<file path="src/igm_pkg.sv">
/*
 * shared constants for the gain / mute serial control slave.
 * assumes a single 50 MHz clock domain; the serial pins arrive asynchronously.
 */
package igm_pkg;

   // ****************************************
   // bus address and field layout
   // ****************************************
   localparam logic [7:0] CHIP_ADDR      = 8'hec;
   localparam int         GAIN_MSB       = 7;
   localparam int         GAIN_LSB       = 3;
   localparam int         MUTE_BIT       = 2;
   localparam int         LEFT_BIT       = 1;
   localparam int         RIGHT_BIT      = 0;
   localparam logic [7:0] CTRL_RESET     = 8'h00;
   localparam logic [4:0] GAIN_FLOOR     = 5'h00;
   localparam int         SYNC_STAGES    = 3;
   localparam logic [3:0] LAST_BIT       = 4'h7;

   // gain step in dB per 5-bit code, signed
   typedef logic signed [7:0] igm_db_t;

   function automatic igm_db_t igm_gain_db(input logic [4:0] code);
      igm_db_t t [32];
      t = '{-8'sd76, -8'sd62, -8'sd52, -8'sd44, -8'sd38, -8'sd34, -8'sd30, -8'sd27,
            -8'sd24, -8'sd21, -8'sd18, -8'sd16, -8'sd14, -8'sd12, -8'sd10, -8'sd8,
            -8'sd6,  -8'sd4,  -8'sd2,  8'sd0,   8'sd2,   8'sd4,   8'sd6,   8'sd8,
            8'sd10,  8'sd12,  8'sd13,  8'sd14,  8'sd15,  8'sd16,  8'sd17,  8'sd18};
      return t[code];
   endfunction

   typedef enum logic [1:0] {IGM_IDLE, IGM_BITS, IGM_ACK, IGM_SKIP} igm_state_t;

endpackage

</file>
<file path="src/igm_sync_if.sv">
/*
 * carries the filtered serial pin levels and their events between modules.
 * assumes one clock drives both ends.
 */
`timescale 1ns/1ns
interface igm_sync_if;
   logic scl;
   logic sda;
   logic scl_rise;
   logic scl_fall;
   logic start_seen;
   logic stop_seen;
   modport src (output scl, sda, scl_rise, scl_fall, start_seen, stop_seen);
   modport dst (input  scl, sda, scl_rise, scl_fall, start_seen, stop_seen);
endinterface

</file>
<file path="src/igm_pin_sync.sv">
/*
 * three-stage pin synchroniser and bus event detector.
 * assumes scl and sda come from outside the clock domain.
 */
`timescale 1ns/1ns
module igm_pin_sync
   import igm_pkg::*;
(
   input  wire logic   clk,
   input  wire logic   nrst,
   input  wire logic   scl_pin,
   input  wire logic   sda_pin,
   igm_sync_if.src     ev
);
   logic [2:0] scl_sh;
   logic [2:0] sda_sh;
   logic       scl_q;
   logic       sda_q;
   logic [2:0] next_scl_sh;
   logic [2:0] next_sda_sh;
   logic       next_scl_q;
   logic       next_sda_q;

   // ****************************************
   // filtered levels: stage 1 feeds only stage 2
   // ****************************************
   always_comb begin
      next_scl_sh = {scl_sh[1:0], scl_pin};
      next_sda_sh = {sda_sh[1:0], sda_pin};
      next_scl_q  = (scl_sh[1] == scl_sh[2]) ? scl_sh[2] : scl_q;
      next_sda_q  = (sda_sh[1] == sda_sh[2]) ? sda_sh[2] : sda_q;
   end

   always_ff @(posedge clk) begin
      if (!nrst) begin
         scl_sh <= 3'h7;
         sda_sh <= 3'h7;
         scl_q  <= 1'b1;
         sda_q  <= 1'b1;
      end else begin
         scl_sh <= next_scl_sh;
         sda_sh <= next_sda_sh;
         scl_q  <= next_scl_q;
         sda_q  <= next_sda_q;
      end
   end

   // ****************************************
   // events
   // ****************************************
   assign ev.scl        = scl_q;
   assign ev.sda        = sda_q;
   assign ev.scl_rise   = next_scl_q & ~scl_q;
   assign ev.scl_fall   = ~next_scl_q & scl_q;
   assign ev.start_seen = scl_q & next_scl_q & sda_q & ~next_sda_q; // RULE1
   assign ev.stop_seen  = scl_q & next_scl_q & ~sda_q & next_sda_q; // RULE10
endmodule

</file>
<file path="src/igm_ctrl.sv">
/*
 * write-only serial control slave holding gain, mute and channel enables.
 * assumes an external bus master on scl/sda with an sda pull-up.
 */
`timescale 1ns/1ns
// Overview of operation
// RULE1 - sda falling while scl high begins a transfer
// RULE2 - address byte must equal 11101100 for the slave to take part
// RULE3 - master sends address msb first, stable while scl high
// RULE4 - each bit is sampled on the rising edge of scl
// RULE5 - matched address is acknowledged by holding sda low through the ninth pulse
// RULE6 - master abandons the transfer when the address is not acknowledged; the bench host sends one more byte, then restarts
// RULE7 - master sends eight data bits msb first, valid while scl high
// RULE8 - slave acknowledges each data byte by pulling sda low
// RULE9 - any number of data bytes are accepted and acknowledged until stop
// RULE10 - sda rising while scl high ends the transfer; slave waits for start
// RULE11 - master keeps sda high while the bus is idle
// RULE12 - scl is input only; slave only pulls sda low or releases it
// RULE13 - master keeps scl at or below 400 kHz
// RULE14 - data byte stores gain in bits 7..3, mute, left, right enables
// RULE15 - gain codes 0 to 15 map to -76 up to -8 dB
// RULE16 - gain codes 16 to 31 map to -6 up to +18 dB
// RULE17 - a channel whose enable is 0 is disabled, output high impedance
// RULE18 - mute forces the lowest gain; stored code remains for later
// RULE19 - unmatched address: no acknowledge, ignore bytes until next start
module igm_ctrl
   import igm_pkg::*;
(
   input  wire logic          clk,
   input  wire logic          nrst,
   input  wire logic          scl_pin,
   input  wire logic          sda_pin,
   output logic               sda_out,
   output logic               sda_oe,
   output logic [7:0]         gain_and_channel_control,
   output logic [4:0]         gain_code,
   output igm_pkg::igm_db_t   gain_db,
   output logic               mute_on,
   output logic               left_channel_on,
   output logic               right_channel_on,
   output logic               left_hiz,
   output logic               right_hiz,
   output logic               byte_written
);
   igm_sync_if ev ();

   igm_pin_sync u_sync (
      .clk     (clk),
      .nrst    (nrst),
      .scl_pin (scl_pin),
      .sda_pin (sda_pin),
      .ev      (ev)
   );

   igm_state_t state;
   igm_state_t next_state;
   logic [7:0] shreg;
   logic [7:0] next_shreg;
   logic [3:0] bitcnt;
   logic [3:0] next_bitcnt;
   logic       is_addr;
   logic       next_is_addr;
   logic       ack_pull;
   logic       next_ack_pull;
   logic [7:0] ctrl;
   logic [7:0] next_ctrl;
   logic       wr_pulse;
   logic       next_wr_pulse;

   // ****************************************
   // protocol engine
   // ****************************************
   always_comb begin
      next_state    = state;
      next_shreg    = shreg;
      next_bitcnt   = bitcnt;
      next_is_addr  = is_addr;
      next_ack_pull = ack_pull;
      next_ctrl     = ctrl;
      next_wr_pulse = 1'b0;
      if (ev.start_seen) begin
         next_state    = IGM_BITS; // RULE1
         next_bitcnt   = 4'h0;
         next_is_addr  = 1'b1;
         next_ack_pull = 1'b0;
      end else if (ev.stop_seen) begin
         next_state    = IGM_IDLE; // RULE10
         next_ack_pull = 1'b0;
      end else begin
         unique case (state)
            IGM_IDLE: begin
               next_ack_pull = 1'b0;
            end
            IGM_BITS: begin
               if (ev.scl_rise) begin
                  next_shreg  = {shreg[6:0], ev.sda}; // RULE4
                  next_bitcnt = bitcnt + 4'h1;
               end
               // ack drive starts after the eighth bit's falling edge
               if (ev.scl_fall && bitcnt == LAST_BIT + 4'h1) begin
                  if (is_addr && shreg != CHIP_ADDR) begin // RULE2
                     next_state = IGM_SKIP; // RULE19
                  end else begin
                     next_state    = IGM_ACK;
                     next_ack_pull = 1'b1; // RULE5 RULE8
                     if (!is_addr) begin
                        next_ctrl     = shreg; // RULE14
                        next_wr_pulse = 1'b1;
                     end
                  end
               end
            end
            IGM_ACK: begin
               // release only after the ack pulse falls, so low covers the whole pulse
               if (ev.scl_fall) begin
                  next_ack_pull = 1'b0;
                  next_state    = IGM_BITS; // RULE9
                  next_bitcnt   = 4'h0;
                  next_is_addr  = 1'b0; // RULE2
               end
            end
            IGM_SKIP: begin
               next_ack_pull = 1'b0; // RULE19
            end
         endcase
      end
   end

   always_ff @(posedge clk) begin
      if (!nrst) begin
         state    <= IGM_IDLE;
         shreg    <= 8'h00;
         bitcnt   <= 4'h0;
         is_addr  <= 1'b0;
         ack_pull <= 1'b0;
         ctrl     <= CTRL_RESET;
         wr_pulse <= 1'b0;
      end else begin
         state    <= next_state;
         shreg    <= next_shreg;
         bitcnt   <= next_bitcnt;
         is_addr  <= next_is_addr;
         ack_pull <= next_ack_pull;
         ctrl     <= next_ctrl;
         wr_pulse <= next_wr_pulse;
      end
   end

   // ****************************************
   // decoded outputs, all registered
   // ****************************************
   logic [4:0] next_gain_code;
   igm_db_t    next_gain_db;

   always_comb begin
      next_gain_code = ctrl[GAIN_MSB:GAIN_LSB];
      // stored code survives mute; only the effective gain drops
      next_gain_db = igm_gain_db(ctrl[MUTE_BIT] ? GAIN_FLOOR : ctrl[GAIN_MSB:GAIN_LSB]); // RULE15 RULE16 RULE18
   end

   always_ff @(posedge clk) begin
      if (!nrst) begin
         sda_out                  <= 1'b0;
         sda_oe                   <= 1'b0;
         gain_and_channel_control <= CTRL_RESET;
         gain_code                <= CTRL_RESET[GAIN_MSB:GAIN_LSB];
         gain_db                  <= igm_gain_db(GAIN_FLOOR);
         mute_on                  <= 1'b0;
         left_channel_on          <= 1'b0;
         right_channel_on         <= 1'b0;
         left_hiz                 <= 1'b1;
         right_hiz                <= 1'b1;
         byte_written             <= 1'b0;
      end else begin
         sda_out                  <= 1'b0; // RULE12
         sda_oe                   <= next_ack_pull; // RULE12
         gain_and_channel_control <= ctrl;
         gain_code                <= next_gain_code;
         gain_db                  <= next_gain_db;
         mute_on                  <= ctrl[MUTE_BIT];
         left_channel_on          <= ctrl[LEFT_BIT];
         right_channel_on         <= ctrl[RIGHT_BIT];
         left_hiz                 <= ~ctrl[LEFT_BIT]; // RULE17
         right_hiz                <= ~ctrl[RIGHT_BIT]; // RULE17
         byte_written             <= wr_pulse;
      end
   end
endmodule

</file>
<file path="config.mk">
export PLATFORM = sky130hd
export DESIGN_NAME = igm_ctrl
export DESIGN_NICKNAME = d
export VERILOG_FILES = /design/src/igm_pkg.sv /design/src/igm_sync_if.sv /design/src/igm_pin_sync.sv /design/src/igm_ctrl.sv
export SDC_FILE = /design/constraint.sdc
export NUM_CORES = 1
export LEC_CHECK = 0
export BUFFER_PORTS_ARGS = -buffer_cell sky130_fd_sc_hd__buf_2
export CAP_MARGIN = 40
export CELL_PAD_IN_SITES_DETAIL_PLACEMENT = 0
export CELL_PAD_IN_SITES_GLOBAL_PLACEMENT = 2
export CORE_MARGIN = 3
export CORE_UTILIZATION = 35
export CTS_BUF_LIST = sky130_fd_sc_hd__clkbuf_16
export CTS_CLUSTER_DIAMETER = 100
export DETAILED_ROUTE_END_ITERATION = 8
export PLACE_DENSITY = 0.88
export SLEW_MARGIN = 20
export SYNTH_ARGS = -nofsm -noshare
export SYNTH_HDL_FRONTEND = slang
export SYNTH_HIERARCHICAL = 1
export SYNTH_SLANG_ARGS = --single-unit
</file>
<file path="constraint.sdc">
create_clock -name clk -period 2.55 [get_ports clk]
set_input_delay 0.255 -clock clk [delete_from_list [all_inputs] [get_ports clk]]
set_output_delay 0.255 -clock clk [all_outputs]
set_load 0.02 [all_outputs]
</file>
After elaboration in Yosys (flattened, before gate mapping)
Memories as Yosys holds them, arrays and structs flattened. A register that Yosys moved wholly into a read port is not among the register bits. Cells that the tools add are included.

Bitwise gates (word level): 21. Equal/unequal tests: 14. Reductions and logical operators: 19. Multiplexer cells: 20. Add/subtract/negate cells: 1.

Operator list (number): NOT 1 bit (13); two-way mux 1 bit (12); AND reduction 3 bit (4); inequality test 2 bit, second input constant (5); two-way mux 4 bit (2); inequality test 4 bit, second input constant (2); inequality test 8 bit, second input constant (1); one-hot mux 4 bit (2 select lines) (1); AND reduction 4 bit (2); AND 1 bit (7); NOT 5 -> 6 bit (1); AND reduction 6 bit (1); nonzero test 2 bit (3); OR reduction 6 bit (1); two-way mux 5 bit (1); adder 4 x 1 -> 4 bit, second input constant (1); equality test 2 bit, second input constant (2); equality test 4 bit, second input constant (1); two-way mux 2 bit (2); one-hot mux 2 bit (2 select lines) (1); nonzero test 4 bit (1); OR reduction 2 bit (2); one-hot mux 1 bit (3 select lines) (1); OR reduction 3 bit (1); 5 further kinds (7).

Input bits: 4. Logic and storage cells: 96. Flip-flop bits (word level): 52. Output and inout bits: 29. Memory bits (read-only): 256. Memories: 1.

Memory list: (name not given) (words 32, width 8, rd ports 1, clocked after Yosys merged registers in 1, write ports 0, line igm_pkg.sv:30) `return t[code];`.

Longest topological paths before layout
Depth in word-level cells: 9. Gate-level depth with buffers: 8. Depth with buffers taken out: 7.

By module
Netlist, hierarchy kept.

Modules (own cells, without submodules): igm_ctrl (area each 2084.5 um2, times used 1, cells each 230); igm_pin_sync (area each 272.8 um2, times used 1, cells each 27).

Worst setup path after synthesis
Ideal clock, no wire load.

Path type: reg2reg. Start: register u_sync.scl_q, in the netlist u_sync/ev.scl. End: register bitcnt[1]. Required time: 2484 ps. Slack: 513 ps. Cell stages (with the launch flop): 6. Buffers on the path: 0. Arrival time: 1970 ps. Path through: dfxtp_1 -> nor3b_1 -> nor2b_4 -> or4_4 -> or3b_1 -> a21oi_2.

Elaborated cells between the ends (all ways): 15. Those cells by class: 2 x eq/ne; 1 x mux; 10 x bitwise; 2 x reduce/logical.

RTL lines: start: declaration (line igm_pin_sync.sv:17) `logic scl_q;`; start signal: assignment (line igm_pin_sync.sv:43) `scl_q <= next_scl_q;`; two-way mux 1 bit (line igm_pin_sync.sv:30) `next_scl_q = (scl_sh[1] == scl_sh[2]) ? scl_sh[2] : scl_q;`; NOT 1 bit (line igm_pin_sync.sv:54) `assign ev.scl_fall = ~next_scl_q & scl_q;`; AND 1 bit (*) (line igm_pin_sync.sv:54); via ev.scl_fall (line igm_sync_if.sv:10) `logic scl_fall;`; inequality test 2 bit (no line) (*); AND reduction 4 bit (no line) (*); end signal: assignment (line igm_ctrl.sv:141) `bitcnt <= next_bitcnt;`; end: declaration (line igm_ctrl.sv:59) `logic [3:0] bitcnt;`.

The timed path passes the listed nets; every way through them passes the cells marked *. A chain may end at the register's enable or synchronous reset.

Final worst setup path
Start: register ctrl[4]. End: register gain_db[1].

Word-level cells in the longest chain between the ends: 2.

Ends and longest elaborated chain: start: declaration (line igm_ctrl.sv:65) `logic [7:0] ctrl;`; start signal: assignment (line igm_ctrl.sv:144) `ctrl <= next_ctrl;`; two-way mux 5 bit (line igm_ctrl.sv:158) `next_gain_db = igm_gain_db(ctrl[MUTE_BIT] ? GAIN_FLOOR : ctrl[GAIN_MSB:GAIN_LSB]);`; NOT 5 -> 6 bit (implied by the code) (line igm_pkg.sv:30); end: declaration (line igm_ctrl.sv:37) `output igm_pkg::igm_db_t gain_db,`.

No other way between the ends.

==> results by group <==
Run status
  – Status: finished, final reports clean

Timing
  – Final Setup Violations: 0
  – Worst slew pin tran: 0.8010 ns
  – Clock skew: approximately 0.0038 ns
  – Number of max-slew violations in the final report: 0
  – Period Utilization, post-route: between 80 and 90%
  – Fmax: ~0.46 GHz
  – Final hold violations: 0
  – Max_slew headroom: 46.19%
  – Setup repair after global routing missed its margin: no
  – Fin Setup TNS: 0 ns
  – Crit path time final: approximately 2.2 ns

Placement
  – DP Cell Count: 351
  – HPWL after detailed placement: approximately 3200 um
  – I/O Buffers: 31
  – Final RePlAce weighted congestion: 0.8077

Job
  – Max-cap viol count: 0

Setup path
  – CP required: about 2.7 ns
  – Crit end category: flop
  – Startpoint type of the worst setup path: flop
  – Critical path fanouts, max: 7
  – Crit-path max cell delay: about 0.47 ns
  – CP cell instances: nor2b_1, ha_1, or3_1, o311a_1, a2111oi_0
  – Slowest-stage cell, CP: dfxtp_1
  – CP Class: flop to flop
  – Worst Path Arrival: around 2.3 ns

Layout
  – Non-Filler Instances: 358
  – Most frequent cells in the layout: 52 x dfxtp_1, 36 x nor2_1, 31 x buf_2
  – Number of fill cells: about 630
  – Register area: 0.001041 mm2
  – Area of the multi-input gates: approximately 0.0011 mm2
  – Final net count: just under 300
  – Area growth, synth to finish: 13.43%
  – Layout cells sized above 1: between 10% and 20%
  – Number of diodes: 0
  – Commonest non-fill, non-tap cell in the layout: dfxtp_1

Power and ir drop
  – Pleak: ~1.2 nW
  – Comb power frac: between 6 and 7%
  – Worst vdd ir: 0.2217 mV
  – Psw: about 0.00036 W
  – Int Power: ~0.0012 W
  – Sequential share of power: a little over half
  – Fraction of power spent switching nets: 22.55%
  – Power density cells: 594.1 mW/mm2
  – Clock power frac: 40.7%

Synthesis
  – Syn avg cell area: between 9 and 10 um2
  – Ys flop type: dfxtp_1
  – Cell variety after synth: 50
  – Post-synth top area cell: dfxtp_1
  – Seq/Total Area, Yosys: about 44%
  – Synth Register Bits: 52
  – Syn Nets: between 200 and 300
  – Area contributors post-synth: dfxtp_1 44%, mux2i_1 7.6%, ha_1 5.8%
  – EDFF count, synth: 0
  – Post-synth ARST share: 0%
  – Yosys warns: 6
  – Synth top area share: 44.16%
  – Synth Cell Area: approximately 0.0024 mm2
  – Post-Synthesis Cells: about 260

CTS
  – Deepest level of the CTS H-tree: 2
  – CTS tree: yes
  – Clock Path Buffers: 2
  – CTS Buf Count: 5
  – Clk_lat worst skew: 0.29 ns
  – Hold_buf cts: 0
  – PostCTS Resize Cnt: 0
  – Post CTS Setup Buffer Count: 0
  – Clock Root Buffer: clkbuf_16
  – Clock slew at reported path FFs: roughly 0.070 ns
  – Clock Sinks: 52

Floorplanning
  – Num ports: 33
  – Starting density of the core: between 30% and 40%
  – Die Wd: 88.07 um
  – Core area: 0.006422 mm2
  – Site Rows: 29
  – Die Y-Extent: a little under 90 um
  – Total Die Area: a little under 0.008 mm2

Global route
  – Vias in the first global route: 1693
  – Total track usage: between 10% and 20%
  – Met1 Track Usage GR: 17.16%
  – First-pass GRT wire length: 7900 um
  – GRT met2 Usage: 19.79%
  – Total congestion overflow: 0
  – Initial antenna violation count: 0
  – Layer with the highest usage: met2
  – Routing usage on met3: roughly 2.8%
  – Largest net degree at the start of global routing: 21

Routing
  – 1st-iter DRT viols: just under 80
  – Via density: a little under 5
  – Final ANT Viol Nets: 0
  – Drt wl/cell: approximately 13 um
  – Pre-antenna DRT Iters: 4
  – DRC Markers: 0
  – Vias: 1775
  – Total wire length: ~4500 um

Hold path
  – Hold Path Class: input pin to flop
-- layout make-up --
type,instances,area share (%)
flip-flops and latches,52,38.93
clock inverters,2,0.6083
repair buffers,36,7.206
multi-input cells,172,43.00
clock buffers,5,4.679
inverters,14,1.965
well taps,77,3.603
-- Yosys cell counts (2+ instances only) --
master	n
clkbuf_1	8
nand3_1	3
nor3_1	4
a31oi_1	4
nand3b_1	5
nand2_1	15
inv_1	13
a211oi_1	3
nor4b_1	2
buf_4	9
and2_1	4
nor2_1	36
nor2b_1	6
nand2b_1	11
dfxtp_1	52
nor3b_1	2
mux2i_1	18
ha_1	11
a21oi_1	12
o21ai_0	9
-- critical path: cells and delay by family, from the launching register on --
kind / cells / cell delay (ns)
flip-flops: 1 / 0.47
AND/OR/NAND/NOR: 2 / 0.67
adder cells (fa/ha/maj): 1 / 0.35
AO/OA/AOI/OAI: 2 / 0.55
-- power groups by stage --
stage | combinational [W] | sequential [W] | clock (W)
final | 0.000105 | 0.000836 | 0.000647
after global placement | 0.000106 | 0.000854 | 0
after floorplan | 0.0000793 | 0.000854 | 0
after detailed placement | 0.000106 | 0.000854 | 0
after global routing | 0.000118 | 0.000837 | 0.000699
after CTS | 0.000106 | 0.000836 | 0.000671
-- logic make-up after synthesis --
group	Yosys count	synth area share, %
adder cells (fa/ha/maj)	11	5.839
AND/OR/NAND/NOR	99	22.56
other	1	0.1591
AO/OA/AOI/OAI	42	11.62
buffers and inverters	33	7.059
flip-flops	52	44.16
multiplexers	19	8.599
-- per-stage QoR --
step	total power (W)	setup slack (ns)	util, %	hold WS (ns)	cell area (um2)
4_1_cts	0.001613	0.3304	41.63	0.1394	2674
6_report	0.001589	0.3902	41.63	0.1431	2674
3_5_place_dp	0.0009597	0.3903	39.43	0.3936	2532
2_1_floorplan	0.0009333	0.5132	-	0.3280	2357
3_3_place_gp	0.0009594	0.3640	39.43	0.3919	2532
5_1_grt	0.001654	0.1720	41.63	0.1518	2674
-- metal layers --
| layer | vias up | routed length, um |
|---|---|---|
| li1 | 916 | - |
| met1 | 812 | 2262 |
| met2 | 42 | 1987 |
| met3 | 5 | 200 |
| met4 | 0 | 55 |
| met5 | - | 0 |
-- sequential cells by signal, indices dropped and copies added, names as in the netlist --
name                      cells
u_sync/ev.sda                 1
gain_db                       8
u_sync/sda_sh                 3
right_hiz                     1
shreg                         8
left_hiz                      1
gain_and_channel_control      8
u_sync/scl_sh                 3
is_addr                       1
wr_pulse                      1
state                         2
sda_oe                        1
u_sync/ev.scl                 1
bitcnt                        4
byte_written                  1
ctrl                          8
-- final timing paths --
| kind | from | endpoint | slack (ns) | depth (start not counted) |
|---|---|---|---|---|
| max | ctrl[4] | gain_db[1] | 0.39 | 5 |
| min | scl_pin | u_sync/scl_sh[0] | 0.14 | 2 |
| max reg2reg | ctrl[4] | gain_db[1] | 0.39 | 5 |
| min reg2reg | u_sync/scl_sh[0] | u_sync/scl_sh[1] | 0.41 | 1 |
Power figures use the tool's default switching activity.
